File: config.mk
export PLATFORM = sky130hd
export DESIGN_NAME = sfd_fan_ctrl
export DESIGN_NICKNAME = d
export VERILOG_FILES = /design/src/sfd_pkg.sv /design/src/sfd_fan_ctrl.sv /design/src/sfd_soft_switch.sv /design/src/sfd_sync.sv
export SDC_FILE = /design/constraint.sdc
export NUM_CORES = 1
export LEC_CHECK = 0
export BUFFER_PORTS_ARGS = -buffer_cell sky130_fd_sc_hd__buf_4
export CAP_MARGIN = 0
export CORE_UTILIZATION = 40
export CTS_CLUSTER_DIAMETER = 200
export CTS_CLUSTER_SIZE = 24
export DETAILED_ROUTE_END_ITERATION = 6
export RECOVER_POWER = 50
export SYNTH_ARGS = -nofsm -noshare
export SYNTH_HDL_FRONTEND = slang
export SYNTH_SLANG_ARGS = --single-unit
File: constraint.sdc
create_clock -name sys_clk_i -period 7.4 [get_ports sys_clk_i]
set_input_delay 0 -clock sys_clk_i [delete_from_list [all_inputs] [get_ports sys_clk_i]]
set_output_delay 0 -clock sys_clk_i [all_outputs]
set_load 0.05 [all_outputs]
File: src/sfd_pkg.sv
// Shared constants of the single-phase fan drive control logic.
package sfd_pkg;

	// ==========================================================
	// Clock and timing figures
	// ==========================================================
	localparam int unsigned CLK_PERIOD_NS = 5;
	localparam int unsigned SLEEP_DWELL_NS = 1500000;
	localparam int unsigned REGEN_HOLD_NS = 300000;
	localparam int unsigned LOCK_ON_MS = 750;
	localparam int unsigned LOCK_OFF_MS = 7000;
	localparam int unsigned NS_PER_MS = 1000000;

	// Least times round up, so a partial cycle still counts in full.
	localparam int unsigned SLEEP_DWELL_CYC =
		(SLEEP_DWELL_NS + CLK_PERIOD_NS - 1) / CLK_PERIOD_NS;
	localparam int unsigned REGEN_HOLD_CYC =
		(REGEN_HOLD_NS + CLK_PERIOD_NS - 1) / CLK_PERIOD_NS;
	localparam int unsigned LOCK_ON_CYC =
		LOCK_ON_MS * (NS_PER_MS / CLK_PERIOD_NS);
	localparam int unsigned LOCK_OFF_CYC =
		LOCK_OFF_MS * (NS_PER_MS / CLK_PERIOD_NS);

	// ==========================================================
	// Start-up and soft switching
	// ==========================================================
	localparam int unsigned START_EDGES = 8;
	localparam int unsigned STEP_W = 3;
	localparam int unsigned LEVEL_W = 4;
	localparam logic [LEVEL_W-1:0] LEVEL_FULL = 4'h8;
	localparam logic [LEVEL_W-1:0] LEVEL_OFF = 4'h0;
	localparam logic [STEP_W-1:0] STEP_LAST = 3'h7;
	// Window is 3/16 of a half period, each step 1/8 of the window.
	localparam int unsigned WIN_MUL = 3;
	localparam int unsigned WIN_SHIFT = 4;
	localparam int unsigned STEP_SHIFT = 7;
	localparam int unsigned LEVEL_SHIFT = 3;

	// ==========================================================
	// Operating states
	// ==========================================================
	typedef enum logic [3:0] {
		SFD_SLEEP = 4'b0001,
		SFD_START = 4'b0010,
		SFD_RUN = 4'b0100,
		SFD_LOCKED = 4'b1000
	} sfd_state_t;

endpackage

File: src/sfd_fan_ctrl.sv
// Top-level control logic of the single-phase fan motor driver.
// Functional notes
// RQ1: Sleep after speed and minimum levels stay above the ramp over 1.5ms.
// RQ2: Leave sleep into start-up once the speed level drops below the ramp.
// RQ3: Start-up drives on soft-start above ramp while charging, else regenerates.
// RQ4: Same soft-start sequence at power-up and after every lock restart.
// RQ5: After the eighth rotation edge, duty follows the speed reference.
// RQ6: Normal mode drives while ramp exceeds speed level, else regenerates.
// RQ7: Duty is clamped from below by the minimum-duty level.
// RQ8: Soft switching spans 18.75% of half period before and after switch.
// RQ9: Toward low-side drive, duty falls by one eighth each window step.
// RQ10: Toward PWM, duty rises by one eighth each window step.
// RQ11: A fixed 300us regeneration follows every phase switch; the first switch after reset gets none.
// RQ12: No Hall crossing within lock time turns high-side drives off.
// RQ13: After the off interval, lock shutdown retries via start-up.
// RQ14: Undervoltage flag puts both phase outputs into sleep.
// RQ15: Overvoltage flag disables high sides, low sides keep working.
// RQ16: Lock detection drive-on interval is 0.75 seconds.
// RQ17: Lock off interval before restart is 7 seconds.
// RQ18: Rotation pulse follows the Hall comparison directly.
// RQ19: Lock indicator low while rotating, released while locked.
// RQ20: All comparator and supply flags are synchronised before use.
// RQ21: Window positions are fractions of the last measured half period.
module sfd_fan_ctrl #(
	parameter int unsigned CNT_W = 32,
	parameter int unsigned SLEEP_CYCLES = sfd_pkg::SLEEP_DWELL_CYC,
	parameter int unsigned REGEN_CYCLES = sfd_pkg::REGEN_HOLD_CYC,
	parameter int unsigned LOCK_ON_CYCLES = sfd_pkg::LOCK_ON_CYC,
	parameter int unsigned LOCK_OFF_CYCLES = sfd_pkg::LOCK_OFF_CYC
) (
	input wire logic sys_clk_i,
	input wire logic rst_i,
	input wire logic ramp_above_ref_i,
	input wire logic ramp_above_min_i,
	input wire logic soft_start_above_ramp_i,
	input wire logic ramp_charging_i,
	input wire logic hall_pos_above_neg_i,
	input wire logic supply_low_lockout_i,
	input wire logic supply_high_guard_i,
	output logic bridge_out_a_hi_o,
	output logic bridge_out_a_lo_o,
	output logic bridge_out_b_hi_o,
	output logic bridge_out_b_lo_o,
	output logic rotation_pulse_o,
	output logic rotation_pulse_oe_o,
	output logic lock_ind_o,
	output logic lock_ind_oe_o
);

	// ==========================================================
	// Elaboration checks
	// ==========================================================
	// Counters must hold the 7 s off interval at the full clock rate.
	if (CNT_W < 32 || CNT_W > 62)
		$error("CNT_W must lie between 32 and 62");
	if (SLEEP_CYCLES < 1 || LOCK_ON_CYCLES < 1 || LOCK_OFF_CYCLES < 1)
		$error("timing counts must be at least one cycle");

	// ==========================================================
	// Declarations
	// ==========================================================
	localparam int unsigned NSYNC = 7;

	logic [NSYNC-1:0] sync_in;
	logic ramp_above_ref;
	logic ramp_above_min;
	logic ss_above_ramp;
	logic ramp_charging;
	logic hall_cmp;
	logic uv_flag;
	logic ov_flag;

	sfd_pkg::sfd_state_t state_reg;
	sfd_pkg::sfd_state_t state_next;
	logic hall_prev_reg;
	logic hall_edge;
	logic [CNT_W-1:0] idle_cnt_reg;
	logic [CNT_W-1:0] lock_cnt_reg;
	logic [CNT_W-1:0] off_cnt_reg;
	logic [3:0] edge_cnt_reg;
	logic [CNT_W-1:0] run_cnt_reg;
	logic [CNT_W-1:0] on_len_reg;
	logic raw_drive_reg;
	logic [sfd_pkg::LEVEL_W-1:0] level;
	logic sleep_req;
	logic lock_hit;
	logic raw_drive;
	logic pwm_on;
	logic hi_en;
	logic lo_en;

	// Scales a pulse length by a level given in eighths.
	function automatic logic [CNT_W-1:0] scale_len(
		input logic [CNT_W-1:0] len,
		input logic [sfd_pkg::LEVEL_W-1:0] lvl
	);
		logic [CNT_W+sfd_pkg::LEVEL_W-1:0] prod;
		prod = len * lvl;
		return CNT_W'(prod >> sfd_pkg::LEVEL_SHIFT);
	endfunction

	// ==========================================================
	// Input synchronisation
	// ==========================================================
	sfd_sync #(
		.WIDTH(NSYNC)
	) u_sync (
		.sys_clk_i(sys_clk_i),
		.rst_i(rst_i),
		.async_i({ramp_above_ref_i, ramp_above_min_i,
			soft_start_above_ramp_i, ramp_charging_i,
			hall_pos_above_neg_i, supply_low_lockout_i,
			supply_high_guard_i}),
		.sync_o(sync_in)
	); // RQ20

	assign {ramp_above_ref, ramp_above_min, ss_above_ramp, ramp_charging,
		hall_cmp, uv_flag, ov_flag} = sync_in;

	assign hall_edge = hall_cmp != hall_prev_reg;

	always_ff @(posedge sys_clk_i)
	begin
		if (rst_i)
			hall_prev_reg <= 1'b0;
		else
			hall_prev_reg <= hall_cmp;
	end

	// ==========================================================
	// Soft switching sequencer
	// ==========================================================
	sfd_soft_switch #(
		.CNT_W(CNT_W),
		.REGEN_CYCLES(REGEN_CYCLES)
	) u_soft (
		.sys_clk_i(sys_clk_i),
		.rst_i(rst_i),
		.hall_edge_i(hall_edge),
		.level_o(level)
	);

	// ==========================================================
	// Sleep dwell and lock timers
	// ==========================================================
	assign sleep_req = idle_cnt_reg >= CNT_W'(SLEEP_CYCLES);
	assign lock_hit = lock_cnt_reg >= CNT_W'(LOCK_ON_CYCLES);

	// Any moment with the ramp above either level restarts the dwell.
	always_ff @(posedge sys_clk_i)
	begin
		if (rst_i)
			idle_cnt_reg <= '0;
		else if (ramp_above_ref || ramp_above_min)
			idle_cnt_reg <= '0;
		else if (!sleep_req)
			idle_cnt_reg <= idle_cnt_reg + 1'b1; // RQ1
	end

	always_ff @(posedge sys_clk_i)
	begin
		if (rst_i)
			lock_cnt_reg <= '0;
		else if (hall_edge || state_reg == sfd_pkg::SFD_SLEEP
			|| state_reg == sfd_pkg::SFD_LOCKED)
			lock_cnt_reg <= '0;
		else if (!lock_hit)
			lock_cnt_reg <= lock_cnt_reg + 1'b1; // RQ16
	end

	always_ff @(posedge sys_clk_i)
	begin
		if (rst_i)
			off_cnt_reg <= '0;
		else if (state_reg != sfd_pkg::SFD_LOCKED)
			off_cnt_reg <= '0;
		else
			off_cnt_reg <= off_cnt_reg + 1'b1; // RQ17
	end

	// Edges are counted afresh on every entry into start-up.
	always_ff @(posedge sys_clk_i)
	begin
		if (rst_i)
			edge_cnt_reg <= '0;
		else if (state_reg != sfd_pkg::SFD_START)
			edge_cnt_reg <= '0;
		else if (hall_edge)
			edge_cnt_reg <= edge_cnt_reg + 1'b1; // RQ5
	end

	// ==========================================================
	// Operating state machine
	// ==========================================================
	always_comb
	begin
		state_next = state_reg;
		case (state_reg)
			sfd_pkg::SFD_SLEEP:
				if (ramp_above_ref)
					state_next = sfd_pkg::SFD_START; // RQ2
			sfd_pkg::SFD_START:
				if (sleep_req)
					state_next = sfd_pkg::SFD_SLEEP; // RQ1
				else if (lock_hit)
					state_next = sfd_pkg::SFD_LOCKED; // RQ12
				else if (edge_cnt_reg == 4'(sfd_pkg::START_EDGES))
					state_next = sfd_pkg::SFD_RUN; // RQ5
			sfd_pkg::SFD_RUN:
				if (sleep_req)
					state_next = sfd_pkg::SFD_SLEEP; // RQ1
				else if (lock_hit)
					state_next = sfd_pkg::SFD_LOCKED; // RQ12
			sfd_pkg::SFD_LOCKED:
				if (off_cnt_reg + 1'b1 >= CNT_W'(LOCK_OFF_CYCLES))
					state_next = sfd_pkg::SFD_START; // RQ13 RQ4
			default:
				state_next = sfd_pkg::SFD_SLEEP;
		endcase
	end

	// Undervoltage parks the machine in sleep until the supply returns.
	always_ff @(posedge sys_clk_i)
	begin
		if (rst_i)
			state_reg <= sfd_pkg::SFD_SLEEP;
		else if (uv_flag)
			state_reg <= sfd_pkg::SFD_SLEEP; // RQ14
		else
			state_reg <= state_next;
	end

	// ==========================================================
	// PWM decision and soft-switching scaling
	// ==========================================================
	always_comb
	begin
		raw_drive = 1'b0;
		if (state_reg == sfd_pkg::SFD_START)
			raw_drive = ss_above_ramp && ramp_charging; // RQ3 RQ4
		else if (state_reg == sfd_pkg::SFD_RUN)
			raw_drive = ramp_above_ref || ramp_above_min; // RQ6 RQ7
	end

	// The previous drive pulse stands in for the actual duty, so a
	// scaled pulse lags the comparators by one PWM period.
	always_ff @(posedge sys_clk_i)
	begin
		if (rst_i)
		begin
			raw_drive_reg <= 1'b0;
			run_cnt_reg <= '0;
			on_len_reg <= '0;
		end
		else
		begin
			raw_drive_reg <= raw_drive;
			if (raw_drive)
				run_cnt_reg <= run_cnt_reg + 1'b1;
			else
				run_cnt_reg <= '0;
			if (raw_drive_reg && !raw_drive)
				on_len_reg <= run_cnt_reg;
		end
	end

	assign pwm_on = raw_drive && (level == sfd_pkg::LEVEL_FULL
		|| run_cnt_reg < scale_len(on_len_reg, level)); // RQ9 RQ10

	// ==========================================================
	// Bridge outputs
	// ==========================================================
	assign hi_en = !uv_flag && !ov_flag && (state_reg == sfd_pkg::SFD_START
		|| state_reg == sfd_pkg::SFD_RUN); // RQ12 RQ15
	assign lo_en = !uv_flag && state_reg != sfd_pkg::SFD_SLEEP; // RQ14

	// Hall low drives phase a high and holds phase b low.
	always_ff @(posedge sys_clk_i)
	begin
		if (rst_i)
		begin
			bridge_out_a_hi_o <= 1'b0;
			bridge_out_a_lo_o <= 1'b0;
			bridge_out_b_hi_o <= 1'b0;
			bridge_out_b_lo_o <= 1'b0;
		end
		else
		begin
			bridge_out_a_hi_o <= hi_en && pwm_on && !hall_cmp;
			bridge_out_b_hi_o <= hi_en && pwm_on && hall_cmp;
			bridge_out_a_lo_o <= lo_en && hall_cmp; // RQ15
			bridge_out_b_lo_o <= lo_en && !hall_cmp; // RQ15
		end
	end

	// ==========================================================
	// Open-drain status pins
	// ==========================================================
	always_ff @(posedge sys_clk_i)
	begin
		if (rst_i)
		begin
			rotation_pulse_o <= 1'b0;
			rotation_pulse_oe_o <= 1'b0;
			lock_ind_o <= 1'b0;
			lock_ind_oe_o <= 1'b0;
		end
		else
		begin
			rotation_pulse_o <= 1'b0;
			rotation_pulse_oe_o <= !hall_cmp; // RQ18
			lock_ind_o <= 1'b0;
			lock_ind_oe_o <= state_reg != sfd_pkg::SFD_LOCKED; // RQ19
		end
	end

endmodule

File: src/sfd_soft_switch.sv
// Half-period measurement and soft-switching duty level sequencer.
module sfd_soft_switch #(
	parameter int unsigned CNT_W = 32,
	parameter int unsigned REGEN_CYCLES = sfd_pkg::REGEN_HOLD_CYC
) (
	input wire logic sys_clk_i,
	input wire logic rst_i,
	input wire logic hall_edge_i,
	output logic [sfd_pkg::LEVEL_W-1:0] level_o
);

	logic [CNT_W-1:0] cnt_reg;
	logic [CNT_W-1:0] half_reg;
	logic [CNT_W-1:0] win_start_reg;
	logic [CNT_W-1:0] step_len_reg;
	logic [CNT_W-1:0] sub_reg;
	logic [CNT_W-1:0] regen_reg;
	logic [sfd_pkg::STEP_W-1:0] step_reg;
	logic valid_reg;
	logic up_reg;
	logic down_reg;
	logic stepping;
	logic step_tick;
	logic [CNT_W+1:0] half_x3;

	// ==========================================================
	// Elaboration checks
	// ==========================================================
	// The product of a count and the window factor must stay in range.
	if (CNT_W < 8 || CNT_W > 62)
		$error("CNT_W must lie between 8 and 62");

	assign half_x3 = {2'b00, cnt_reg} * (CNT_W+2)'(sfd_pkg::WIN_MUL);
	assign stepping = (up_reg && regen_reg == '0) || down_reg;
	assign step_tick = stepping && (sub_reg + 1'b1 >= step_len_reg);

	// ==========================================================
	// Half-period measurement
	// ==========================================================
	always_ff @(posedge sys_clk_i)
	begin
		if (rst_i)
		begin
			cnt_reg <= '0;
			half_reg <= '0;
			win_start_reg <= '0;
			step_len_reg <= '0;
			valid_reg <= 1'b0;
		end
		else if (hall_edge_i)
		begin
			cnt_reg <= '0;
			half_reg <= cnt_reg; // RQ21
			win_start_reg <= cnt_reg
				- CNT_W'(half_x3 >> sfd_pkg::WIN_SHIFT); // RQ8
			step_len_reg <= CNT_W'(half_x3 >> sfd_pkg::STEP_SHIFT);
			valid_reg <= 1'b1;
		end
		else if (cnt_reg != '1)
			cnt_reg <= cnt_reg + 1'b1;
	end

	// ==========================================================
	// Step sequencing around each phase switch
	// ==========================================================
	always_ff @(posedge sys_clk_i)
	begin
		if (rst_i)
		begin
			regen_reg <= '0;
			up_reg <= 1'b0;
			down_reg <= 1'b0;
			step_reg <= '0;
			sub_reg <= '0;
		end
		else if (hall_edge_i)
		begin
			regen_reg <= CNT_W'(REGEN_CYCLES); // RQ11
			up_reg <= valid_reg;
			down_reg <= 1'b0;
			step_reg <= '0;
			sub_reg <= '0;
		end
		else
		begin
			if (regen_reg != '0)
				regen_reg <= regen_reg - 1'b1;
			if (valid_reg && !up_reg && !down_reg
				&& cnt_reg == win_start_reg && half_reg != '0)
			begin
				down_reg <= 1'b1; // RQ8
				step_reg <= '0;
				sub_reg <= '0;
			end
			else if (step_tick)
			begin
				sub_reg <= '0;
				if (step_reg != sfd_pkg::STEP_LAST)
					step_reg <= step_reg + 1'b1;
				else if (up_reg)
					up_reg <= 1'b0;
			end
			else if (stepping)
				sub_reg <= sub_reg + 1'b1;
		end
	end

	// ==========================================================
	// Duty level in eighths of the actual duty
	// ==========================================================
	always_ff @(posedge sys_clk_i)
	begin
		if (rst_i)
			level_o <= sfd_pkg::LEVEL_FULL;
		else if (up_reg && regen_reg != '0)
			level_o <= sfd_pkg::LEVEL_OFF; // RQ11
		else if (up_reg)
			level_o <= {1'b0, step_reg} + 1'b1; // RQ10
		else if (down_reg)
			level_o <= {1'b0, sfd_pkg::STEP_LAST - step_reg}; // RQ9
		else
			level_o <= sfd_pkg::LEVEL_FULL;
	end

endmodule

File: src/sfd_sync.sv
// Two-stage synchroniser for a group of asynchronous level inputs.
module sfd_sync #(
	parameter int unsigned WIDTH = 1
) (
	input wire logic sys_clk_i,
	input wire logic rst_i,
	input wire logic [WIDTH-1:0] async_i,
	output logic [WIDTH-1:0] sync_o
);

	logic [WIDTH-1:0] meta_reg;

	// ==========================================================
	// Synchroniser
	// ==========================================================
	// The first stage feeds only the second stage.
	always_ff @(posedge sys_clk_i)
	begin
		if (rst_i)
		begin
			meta_reg <= '0;
			sync_o <= '0;
		end
		else
		begin
			meta_reg <= async_i;
			sync_o <= meta_reg;
		end
	end

endmodule

==> results of run 1 <==
[area by class of cell]
cell class              count  area [um^2]  share of cell area
repair buffers             42          317              0.0124
clock buffers              20          500              0.0196
well taps                 773          967              0.0379
flip-flops and latches    387         7750               0.304
inverters                 170          638              0.0250
multi-input cells        2269        15300               0.599
clock inverters             2         60.1             0.00236
[per-stage QoR]
step / cells / worst slack [ns]
finish: 3663 / 1.06
global route: 3663 / 0.532
CTS: 3663 / 1.15
detailed placement: 3627 / 1.16
global placement: 3627 / 1.38
floorplan: 2928 / 2.04
[per-layer routing]
layer | share of wire | track usage
met5 | 0 | 0
met4 | 0.017 | 0.0384
met2 | 0.46 | 0.313
met3 | 0.031 | 0.0176
met1 | 0.49 | 0.248
[critical path: cells and delay by family, from the launching register on]
family / cells / cell delay [ns]
fa+ha+maj: 4 / 1.66
simple gates: 5 / 0.83
flops: 1 / 0.82
compound gates: 11 / 2.60
xor+xnor: 1 / 0.09
buf+inv: 1 / 0.08
[cells in the final DEF (no fill, tap or decap), types with 18 or more instances in the layout]
cell type  Yosys  layout
o21ai_0       69      70
and3_1        41      41
nand3_1       89      89
a21o_1        55      55
nand4_1       57      57
xnor2_1      129     128
nor2_1       319     319
dfxtp_1      387     387
a211oi_1      19      19
o21a_1        22      22
buf_4          8      19
xor2_1       189     188
ha_1         170     170
nand2_1      370     369
inv_1        170     170
fa_1          61      61
nor3_1        48      48
or3_1         24      24
nor4_1        38      38
clkbuf_16      0      20
and2_1       104      90
nand2b_1      18      18
nor2b_1       30      30
a21oi_1      216     216
[final timing paths]
| kind | depth (start not counted) | to | from | slack, ns |
|---|---|---|---|---|
| max reg2reg | 22 | bridge_out_a_hi_o | u_soft.level_o[3] | 1.06 |
| min reg2reg | 1 | u_sync.sync_o[1] | u_sync.meta_reg[1] | 0.45 |
| min | 3 | u_sync.meta_reg[6] | ramp_above_ref_i | 0.25 |
| max | 22 | bridge_out_a_hi_o | u_soft.level_o[3] | 1.06 |
[cell usage after synthesis (5+ instances only)]
master	n	share of area
a2111oi_0	7	0.0025
a211oi_1	19	0.0059
a21o_1	55	0.017
a21oi_1	216	0.045
a311o_1	5	0.0021
a31oi_1	16	0.0042
a41oi_1	5	0.0018
and2_1	104	0.027
and3_1	41	0.011
and4_1	15	0.0055
buf_1	9	0.0014
buf_4	8	0.0025
clkbuf_1	81	0.013
dfxtp_1	387	0.32
fa_1	61	0.051
ha_1	170	0.088
inv_1	170	0.027
mux2i_1	7	0.0029
nand2_1	370	0.058
nand2b_1	18	0.0047
nand3_1	89	0.019
nand3b_1	5	0.0016
nand4_1	57	0.015
nor2_1	319	0.050
nor2b_1	30	0.0078
nor3_1	48	0.010
nor4_1	38	0.0099
nor4b_1	7	0.0025
o211ai_1	8	0.0025
o21a_1	22	0.0069
o21ai_0	69	0.014
o21bai_1	16	0.0050
o22ai_1	6	0.0016
o31ai_1	6	0.0019
or2_2	11	0.0029
or3_1	24	0.0062
or4_1	14	0.0044
xnor2_1	129	0.047
xor2_1	189	0.069
[logic make-up (layout without fill, tap and decap cells)]
group | after synthesis | count (layout) | share of synthesized area
other cells | 1 | 2 | 0.000156
fa+ha+maj | 231 | 231 | 0.139
mux | 10 | 10 | 0.00432
buf+inv | 272 | 234 | 0.0442
compound gates | 491 | 491 | 0.127
xor+xnor | 318 | 318 | 0.116
flops | 387 | 387 | 0.322
simple gates | 1217 | 1217 | 0.247
[power by group through the flow]
| stage | clock, uW | sequential [uW] | combinational, uW |
|---|---|---|---|
| after floorplan | 0 | 2290 | 487 |
| after global placement | 0 | 2290 | 600 |
| after detailed placement | 0 | 2300 | 620 |
| after CTS | 1280 | 2250 | 630 |
| after global routing | 1350 | 2270 | 700 |
| final | 1230 | 2260 | 616 |
[timing repair]
item,4_1_cts,5_1_grt
buffers inserted,0,0
hold endpoints to repair,14,0
hold buffers,14,0
==> summary.md, run 1 <==
| Metric | Value |
|---|---|
| Status | `complete, but fails checks` |
| Failing checks | `DRC, capacitance limit, slew limit` |
| # setup viols final | `0` |
| Clock Power Share | `0.300` |
| DR WL/cell | `between 15 and 20 um` |
| PortBufs | `14` |
| Detailed Place HPWL | `a little over 40,000 um` |
| Sequential-to-total area share from yosys stat | `0.322` |
| Layout cells sized above 1 | `0.0277` |
| Initial drt markers | `between 1,000 and 1,500` |
| Area growth from synthesis to layout | `6.03%` |
| Post-Syn Area | `24,000 um^2` |
| Synthesized area per cell | `about 8.2 um^2` |
| Combinational Power Share | `0.150` |
| Switching Fraction | `0.290` |
| First-pass GRT wire length | `just over 90,000 um` |
| Clk buf depth | `3` |
| Global-route congestion overflow total | `0` |
| Drt first pass iters | `7` |
| Inserted Diodes | `0` |
| Worst setup SP type | `flip-flop` |
| Int Power | `2910 uW` |
| Max_slew headroom | `-1.40` |
| Post-route DRC | `4` |
| HP Class | `in2reg` |
| Clock transition at path regs | `0.10 ns` |
| Synth warn | `0` |
| GRT Overall Usage | `0.183` |
| Total wire length | `55,900 um` |
| CP Data Arrival Time | `6.64 ns` |
| Final Max Slew Viols | `roughly 100` |
| Setup TNS | `0 ns` |
| RePlAce Congestion | `approximately 0.90` |
| Htree depth | `1` |
| Die width | `247 um` |
| RSZ-0062 raised after global routing | `false` |
| Die height | `roughly 250 um` |
| Critical path's largest stage delay | `between 0.8 and 0.9 ns` |
| Number of global-route vias before repair | `18,800` |
| Synth Register Bits | `387` |
| FP Rows | `89` |
| Crit Path Max Fanout | `21` |
| Cells after Synth | `slightly below 3,000` |
| Least-Margin Pin Slew | `around 3.6 ns` |
| Via count | `slightly below 20,000` |
| Final ANT Viol Nets | `0` |
| CP Class | `reg2reg` |
| Clock sinks | `387` |
| Worst EP required | `7.70 ns` |
| Static leakage | `0.0105 uW` |
| Placed standard-cell area | `approximately 25,000 um^2` |
| Finished Cell Area | `25,500 um^2` |
| Core area | `roughly 59,000 um^2` |
| Die area | `a little over 60,000 um^2` |
| Sequential share of power | `0.550` |
| Final nets | `3,130` |
| Final Power | `4100 uW` |
| Initial antenna violation count | `0` |
| Largest net degree at the start of global routing | `slightly below 100` |
| Ys async rst share | `0` |
| CP Cell Sequence | `nand2_1 -> fa_1 -> fa_1 -> inv_1 -> ha_1 -> nand4_1 -> o21ai_0 -> a21oi_1 -> o31a_1 -> a2111oi_0 -> o21a_1 -> a311o_1 -> a31oi_1 -> o21bai_1 -> xnor2_1 -> ha_1 -> nand4_1 -> nor4_1 -> a2111oi_0 -> o21a_1 -> a21oi_1 -> nor3_1` |
| Later-pin clock latency in the skew report | `about 0.6 ns` |
| Post-CTS sizing | `0` |
| EDFF count, synth | `0` |
| Top FF cell, synth | `dfxtp_1` |
| Slowest CP cell | `dfxtp_1` |
| Final worst-path cycle share | `0.857` |
| Maximum VDD drop | `138 uV` |
| Initial Utilization | `0.406` |
| Tmin final | `between 6 and 7 ns` |
| Sw Pwr | `between 1000 and 1500 uW` |
| Worst Setup End Kind | `flip-flop` |
| Synth unique cells | `82` |
| MaxCap Viol Count | `2` |
| Clk_skew | `between 0.04 and 0.05 ns` |
| Num CTS Buffers | `20` |
| Worst Hold Slack | `around 0.25 ns` |
| CTS tree | `done` |
| Layout fillers | `around 6,000` |
| Root Buffer Master | `clkbuf_16` |
| F_max | `158 MHz` |
| PwrDens | `approximately 160 nW/um^2` |
| Final core occ | `0.430` |
| Vias per inst | `about 5.3` |
| Hold Vio Cnt, Final | `0` |
| I/O pin count | `17` |
(Power assumes the default switching activity.)
==> run 2: changes to the inputs <==
Settings changed: CELL_PAD_IN_SITES_DETAIL_PLACEMENT from default to 1, CELL_PAD_IN_SITES_GLOBAL_PLACEMENT from default to 1, PLACE_DENSITY_LB_ADDON from default to 0.1.
==> summary.md, run 2 (synthesis gave the netlist of run 1 again) <==
| Metric | Value |
|---|---|
| Status | `complete, but fails checks` |
| Failing checks | `DRC, capacitance limit, slew limit` |
| Global-route congestion overflow total | `0 (unchanged)` |
| Total wire length | `64,000 um (+15%)` |
| Initial drt markers | `688 (-34%)` |
| Crit Path Max Fanout | `33 (+57%)` |
| Post-route DRC | `3 (-1)` |
| Critical path's largest stage delay | `1.13 ns (+0.31 ns)` |
| GRT Overall Usage | `0.211 (+0.0282)` |
| Die height | `247 um (unchanged)` |
| Die width | `247 um (unchanged)` |
| Final Max Slew Viols | `275 (+170%)` |
| RSZ-0062 raised after global routing | `false` |
| Combinational Power Share | `0.150 (about the same)` |
| PwrDens | `161 nW/um^2 (+0.26%)` |
| MaxCap Viol Count | `6 (+4)` |
| Hold Path End | `u_sync.sync_o[1]` |
| Worst EP required | `7.72 ns (+0.02 ns)` |
| Clk buf depth | `3 (unchanged)` |
| WHS Path Cells | `1 (-2)` |
| Sw Pwr | `1180 uW (-0.54%)` |
| Final nets | `3,132 (+0.064%)` |
| CP Data Arrival Time | `7.06 ns (+0.42 ns)` |
| PortBufs | `14 (unchanged)` |
| Slowest CP cell | `dfxtp_1` |
| Static leakage | `0.0104 uW (about the same)` |
| CTS tree | `done` |
| Commonest non-fill, non-tap cell in the layout | `dfxtp_1` |
| Worst Hold Slack | `0.446 ns (+0.197 ns)` |
| CP Class | `reg2reg` |
| R2R depth | `22 (unchanged)` |
| Clock sinks | `387 (unchanged)` |
| Die area | `61,100 um^2 (unchanged)` |
| Detailed Place HPWL | `47,900 um (+17%)` |
| RePlAce Congestion | `0.826 (-8.4%)` |
| Maximum VDD drop | `132 uV (-3.9%)` |
| Largest net degree at the start of global routing | `64 (-35%)` |
| Inserted Diodes | `0 (unchanged)` |
| R2R Path Start | `u_soft.level_o[3]` |
| Final worst-path cycle share | `0.911 (+0.0534)` |
| Drt first pass iters | `6 (-1)` |
| Least-Margin Pin Slew | `2.96 ns (-0.639 ns)` |
| HP Start | `u_sync.meta_reg[1]` |
| Highest-count cells in the layout ignoring fill and taps | `387 x dfxtp_1, 369 x nand2_1, 320 x nor2_1` |
| Sequential share of power | `0.550 (about the same)` |
| Switching Fraction | `0.288 (-0.00212)` |
| Root Buffer Master | `clkbuf_16` |
| # setup viols final | `0 (unchanged)` |
| Worst Setup End Kind | `flip-flop` |
| Setup TNS | `0 ns (unchanged)` |
| Initial antenna violation count | `0 (unchanged)` |
| Htree depth | `1 (unchanged)` |
| Clk_skew | `0.0296 ns (-0.0139 ns)` |
| Core area | `59,200 um^2 (unchanged)` |
| Clock Power Share | `0.301 (about the same)` |
| Tmin final | `6.74 ns (+0.395 ns)` |
| Layout cells sized above 1 | `0.0259 (-0.00175)` |
| DR WL/cell | `17.5 um (+15%)` |
| Final ANT Viol Nets | `0 (unchanged)` |
| Vias per inst | `5.38 (+1.3%)` |
| Initial Utilization | `0.406 (unchanged)` |
| Num CTS Buffers | `20 (unchanged)` |
| Max_slew headroom | `-0.974 (+0.426)` |
| R2r setup slk | `0.66 ns (-0.40 ns)` |
| I/O pin count | `17 (unchanged)` |
| FP Rows | `89 (unchanged)` |
| CP Cell Sequence | `nand2_1 -> fa_1 -> fa_1 -> inv_1 -> ha_1 -> nand4_1 -> o21ai_0 -> a21oi_1 -> o31a_1 -> a2111oi_0 -> o21a_1 -> a311o_1 -> a31oi_1 -> o21bai_1 -> xnor2_1 -> ha_1 -> nand4_1 -> nor4_1 -> a2111oi_0 -> o21a_1 -> a21oi_1 -> nor3_1` |
| Hold Vio Cnt, Final | `0 (unchanged)` |
| HP Class | `reg2reg` |
| Clock transition at path regs | `0.10 ns (about the same)` |
| F_max | `148 MHz (-5.9%)` |
| Number of global-route vias before repair | `20,700 (+10%)` |
| R2R Path End | `bridge_out_a_hi_o` |
| Via count | `19,700 (+1.4%)` |
| Later-pin clock latency in the skew report | `0.57 ns (-0.02 ns)` |
| Area growth from synthesis to layout | `5.96% (about the same)` |
| Worst setup SP type | `flip-flop` |
| Int Power | `2930 uW (+0.50%)` |
| First-pass GRT wire length | `106,000 um (+14%)` |
| Post-CTS sizing | `0 (unchanged)` |
run 2: what timing repair did:
item | 4_1_cts | 5_1_grt
hold buffers | 15 | 0
endpoints found under the hold margin | 39 | 0
setup buffers | 0 | 0
run 2: cell type report:
class	count	area (um^2)
multi-input cells	2269	15300
flip-flops and latches	387	7750
repair buffers	44	319
clock inverters	1	30.0
well taps	773	967
clock buffers	21	526
fillers	7113	33800
inverters	170	638
run 2: power by group through the flow:
stage	Sequential (uW)	Combinational (uW)	Clock, uW
global placement	2300	617	0
finish	2260	615	1240
detailed placement	2300	635	0
floorplan	2290	487	0
CTS	2260	644	1300
global route	2270	701	1370
run 2: worst max-delay path, delay by kind of cell (launching register included):
kind | cells | cell delay [ns]
simple gates | 5 | 0.85
xor+xnor | 1 | 0.08
buf+inv | 1 | 0.08
compound gates | 11 | 2.71
fa+ha+maj | 4 | 1.67
flops | 1 | 1.13
run 2: how the worst max path moves through the flow:
stage,start,cells after the start,end
2_1_floorplan,u_soft.level_o[3],23,bridge_out_a_hi_o
3_3_place_gp,u_soft.level_o[3],22,bridge_out_a_hi_o
3_5_place_dp,u_soft.level_o[3],22,bridge_out_a_hi_o
4_1_cts,u_soft.level_o[3],22,bridge_out_a_hi_o
5_1_grt,u_soft.level_o[3],22,bridge_out_a_hi_o
6_report,u_soft.level_o[3],22,bridge_out_a_hi_o
run 2: per-stage QoR:
step | power (uW) | setup slack [ns] | instances | utilization | area, um^2
2_1_floorplan | 2780 | 2.04 | 2928 | - | 24100
3_5_place_dp | 2940 | 0.773 | 3628 | 0.419 | 24800
3_3_place_gp | 2910 | 0.921 | 3628 | 0.419 | 24800
6_report | 4110 | 0.662 | 3665 | 0.430 | 25500
5_1_grt | 4340 | 0.152 | 3665 | 0.430 | 25500
4_1_cts | 4200 | 0.721 | 3665 | 0.431 | 25500
run 2: routing by layer:
| metal | share of wire | track usage |
|---|---|---|
| met5 | 0 | 0 |
| met1 | 0.47 | 0.266 |
| met3 | 0.019 | 0.0196 |
| met4 | 0.024 | 0.0485 |
| met2 | 0.49 | 0.383 |
==> run 3: changes to the inputs <==
Settings changed: SLEW_MARGIN from default to 20, SYNTH_HIERARCHICAL from default to 1.
==> summary.md, run 3 <==
| Metric | Value |
|---|---|
| Status | `complete, but fails checks` |
| Failing checks | `capacitance limit, slew limit` |
| Inserted Diodes | `0 (unchanged)` |
| Cells after Synth | `3,019 (+3.1%)` |
| Later-pin clock latency in the skew report | `0.57 ns (about the same)` |
| Placed Cells | `3,721 (+2.6%)` |
| Clock transition at path regs | `0.10 ns (about the same)` |
| Layout fillers | `7,194 (+1.1%)` |
| Die width | `251 um (+1.4%)` |
| Seq. cell area | `7750 um^2 (unchanged)` |
| Total wire length | `66,500 um (+3.9%)` |
| Vias per inst | `5.41 (+0.62%)` |
| Drt first pass iters | `5 (-1)` |
| Clock sinks | `387 (unchanged)` |
| DR WL/cell | `17.7 um (+1.4%)` |
| Finished Cell Area | `26,200 um^2 (+2.7%)` |
| Sequential-to-total area share from yosys stat | `0.313 (-0.00919)` |
| Area occupied by multi-input gates | `15,800 um^2 (+3.9%)` |
| MaxCap Viol Count | `6 (unchanged)` |
| Global-route congestion overflow total | `0 (unchanged)` |
| Highest-count cells in the layout ignoring fill and taps | `397 x nor2_1, 387 x dfxtp_1, 302 x nand2_1` |
| Most frequent cells after synthesis | `397 x nor2_1, 387 x dfxtp_1, 302 x nand2_1, 186 x inv_1, 174 x a21oi_1` |
| Die area | `62,900 um^2 (+2.9%)` |
| Layout cells sized above 1 | `0.0346 (+0.00869)` |
| Number of global-route vias before repair | `21,700 (+4.7%)` |
| PwrDens | `159 nW/um^2 (-1.6%)` |
| Final worst-path cycle share | `0.856 (-0.0543)` |
| Final nets | `3,203 (+2.3%)` |
| Die height | `251 um (+1.4%)` |
| Ys async rst share | `0 (unchanged)` |
| I/O pin count | `17 (unchanged)` |
| GRT Overall Usage | `0.213 (+0.00179)` |
| Synth unique cells | `95 (+16%)` |
| Synth area leader | `dfxtp_1` |
| Initial Utilization | `0.408 (+0.00190)` |
| Post-Syn Area | `24,800 um^2 (+2.9%)` |
| F_max | `158 MHz (+6.3%)` |
| Top cells by area, synth | `dfxtp_1 31%, ha_1 8.0%, nor2_1 6.0%` |
| Area growth from synthesis to layout | `5.70%` |
| Largest net degree at the start of global routing | `66 (+3.1%)` |
| Worst EP required | `7.75 ns (+0.03 ns)` |
| Synth Register Bits | `387 (unchanged)` |
| CP Class | `reg2reg` |
| CP Data Arrival Time | `6.68 ns (-0.38 ns)` |
| Synth warn | `6 (+6)` |
| Placed standard-cell area | `25,500 um^2 (+2.8%)` |
| Tmin final | `6.34 ns (-0.401 ns)` |
| R2r setup slk | `1.06 ns (+0.40 ns)` |
| Setup TNS | `0 ns (unchanged)` |
| Count leader, synth | `nor2_1` |
| Final Max Slew Viols | `342 (+24%)` |
| Max_slew headroom | `-1.72 (-0.746)` |
| Crit Path Max Fanout | `65 (+97%)` |
| RSZ-0062 raised after global routing | `false` |
| # setup viols final | `0 (unchanged)` |
| Num CTS Buffers | `20 (unchanged)` |
| Core area | `60,700 um^2 (+2.5%)` |
| Top FF cell, synth | `dfxtp_1` |
| First-pass GRT wire length | `111,000 um (+5.3%)` |
| Final ANT Viol Nets | `0 (unchanged)` |
| Worst Setup End Kind | `flip-flop` |
| Synth top area share | `0.313 (-0.00919)` |
| RePlAce Congestion | `0.836 (+1.2%)` |
| Post-route DRC | `0 (-3)` |
| EDFF count, synth | `0 (unchanged)` |
| Via count | `20,300 (+3.1%)` |
| Least-Margin Pin Slew | `4.08 ns (+1.12 ns)` |
| Initial drt markers | `805 (+17%)` |
| Htree depth | `1 (unchanged)` |
| Worst slack at placement | `1.10 ns (+0.324 ns)` |
| Synthesized area per cell | `8.20 um^2 (-0.20%)` |
| Static leakage | `0.0103 uW (-1.6%)` |
| Hold Vio Cnt, Final | `0 (unchanged)` |
| Worst setup SP type | `flip-flop` |
| Commonest non-fill, non-tap cell in the layout | `nor2_1` |
| Root Buffer Master | `clkbuf_16` |
| Maximum VDD drop | `120 uV (-9.0%)` |
| Clk_skew | `0.0169 ns (-0.0127 ns)` |
| Post-CTS sizing | `0 (unchanged)` |
| Non-Filler Instances | `3,757 (+2.5%)` |
| Initial antenna violation count | `0 (unchanged)` |
| Setup WS post-layout | `1.06 ns (+0.401 ns)` |
| Clk buf depth | `3 (unchanged)` |
| PortBufs | `14 (unchanged)` |
| Final core occ | `0.431 (+0.000953)` |
| CTS tree | `done` |
| HP Class | `in2reg` |
| FP Rows | `90 (+1.1%)` |
| Detailed Place HPWL | `50,400 um (+5.2%)` |
==> run 3: cell count changes in the layout (fill, tap and decap cells not counted), moves of 12 or more <==
cell     previous run  this run
and3_1             41        29
xnor2_1           128       157
nor2_1            320       397
xor2_1            188       164
a21oi_1           216       174
mux2i_1             7        53
nand2_1           369       302
inv_1             170       186
or3_1              24        41
==> run 3: cell families after synthesis <==
logic type,after synthesis,share of synthesized area
multiplexers,64,0.0264
flip-flops,387,0.313
adder cells (fa/ha/maj),228,0.133
buffers and inverters,303,0.0477
AO/OA/AOI/OAI,458,0.118
XOR/XNOR,323,0.115
other,1,0.000151
AND/OR/NAND/NOR,1255,0.247
==> run 3: critical path, cell delays in order, from the launching register on <==
cell and delay, ns:
dfxtp_1 0.57, xor2_4 0.17, clkbuf_1 1.72, clkbuf_1 2.98
mux2_2 0.58, nor2_1 0.05
==> run 3: final timing paths <==
kind / cells after the start / start / to
max reg2reg: 5 / u_sync/sync_o[2] / u_soft/step_len_reg[4]
max: 5 / u_sync/sync_o[2] / u_soft/step_len_reg[4]
min: 3 / supply_low_lockout_i / u_sync/meta_reg[1]
min reg2reg: 2 / lock_cnt_reg[28] / lock_cnt_reg[28]
==> run 3: power by group <==
| group | total (uW) | internal (uW) | switching (uW) |
|---|---|---|---|
| registers | 2260 | 2170 | 88.2 |
| logic | 639 | 257 | 382 |
| clock network | 1250 | 516 | 734 |
| total | 4150 | 2950 | 1200 |
==> run 3: final cells by class <==
class	instances	share of cell area
clock buffers	21	0.0201
clock inverters	2	0.000956
inverters	189	0.0271
multi-input cells	2330	0.606
flip-flops and latches	387	0.296
well taps	782	0.0374
repair buffers	46	0.0126
==> run 3: routing by layer <==
layer	vias up	track usage	part of all wire
met2	119	0.393	0.50
met5	-	0	0
met1	10000	0.270	0.47
met4	0	0.0415	0.019
met3	69	0.0154	0.013
li1	10100	-	-
==> run 3: timing repair <==
item	in CTS	in global routing
hold endpoints to repair	52	0
hold buffers	13	0
setup endpoints to repair	0	0
buffers inserted	0	0
==> run 3: stage by stage <==
stage,total power (uW),hold WS (ns)
2_1_floorplan,2790,0.0716
6_report,4150,0.193
3_5_place_dp,2950,0.223
3_3_place_gp,2910,0.213
4_1_cts,4220,0.167
5_1_grt,4360,0.192
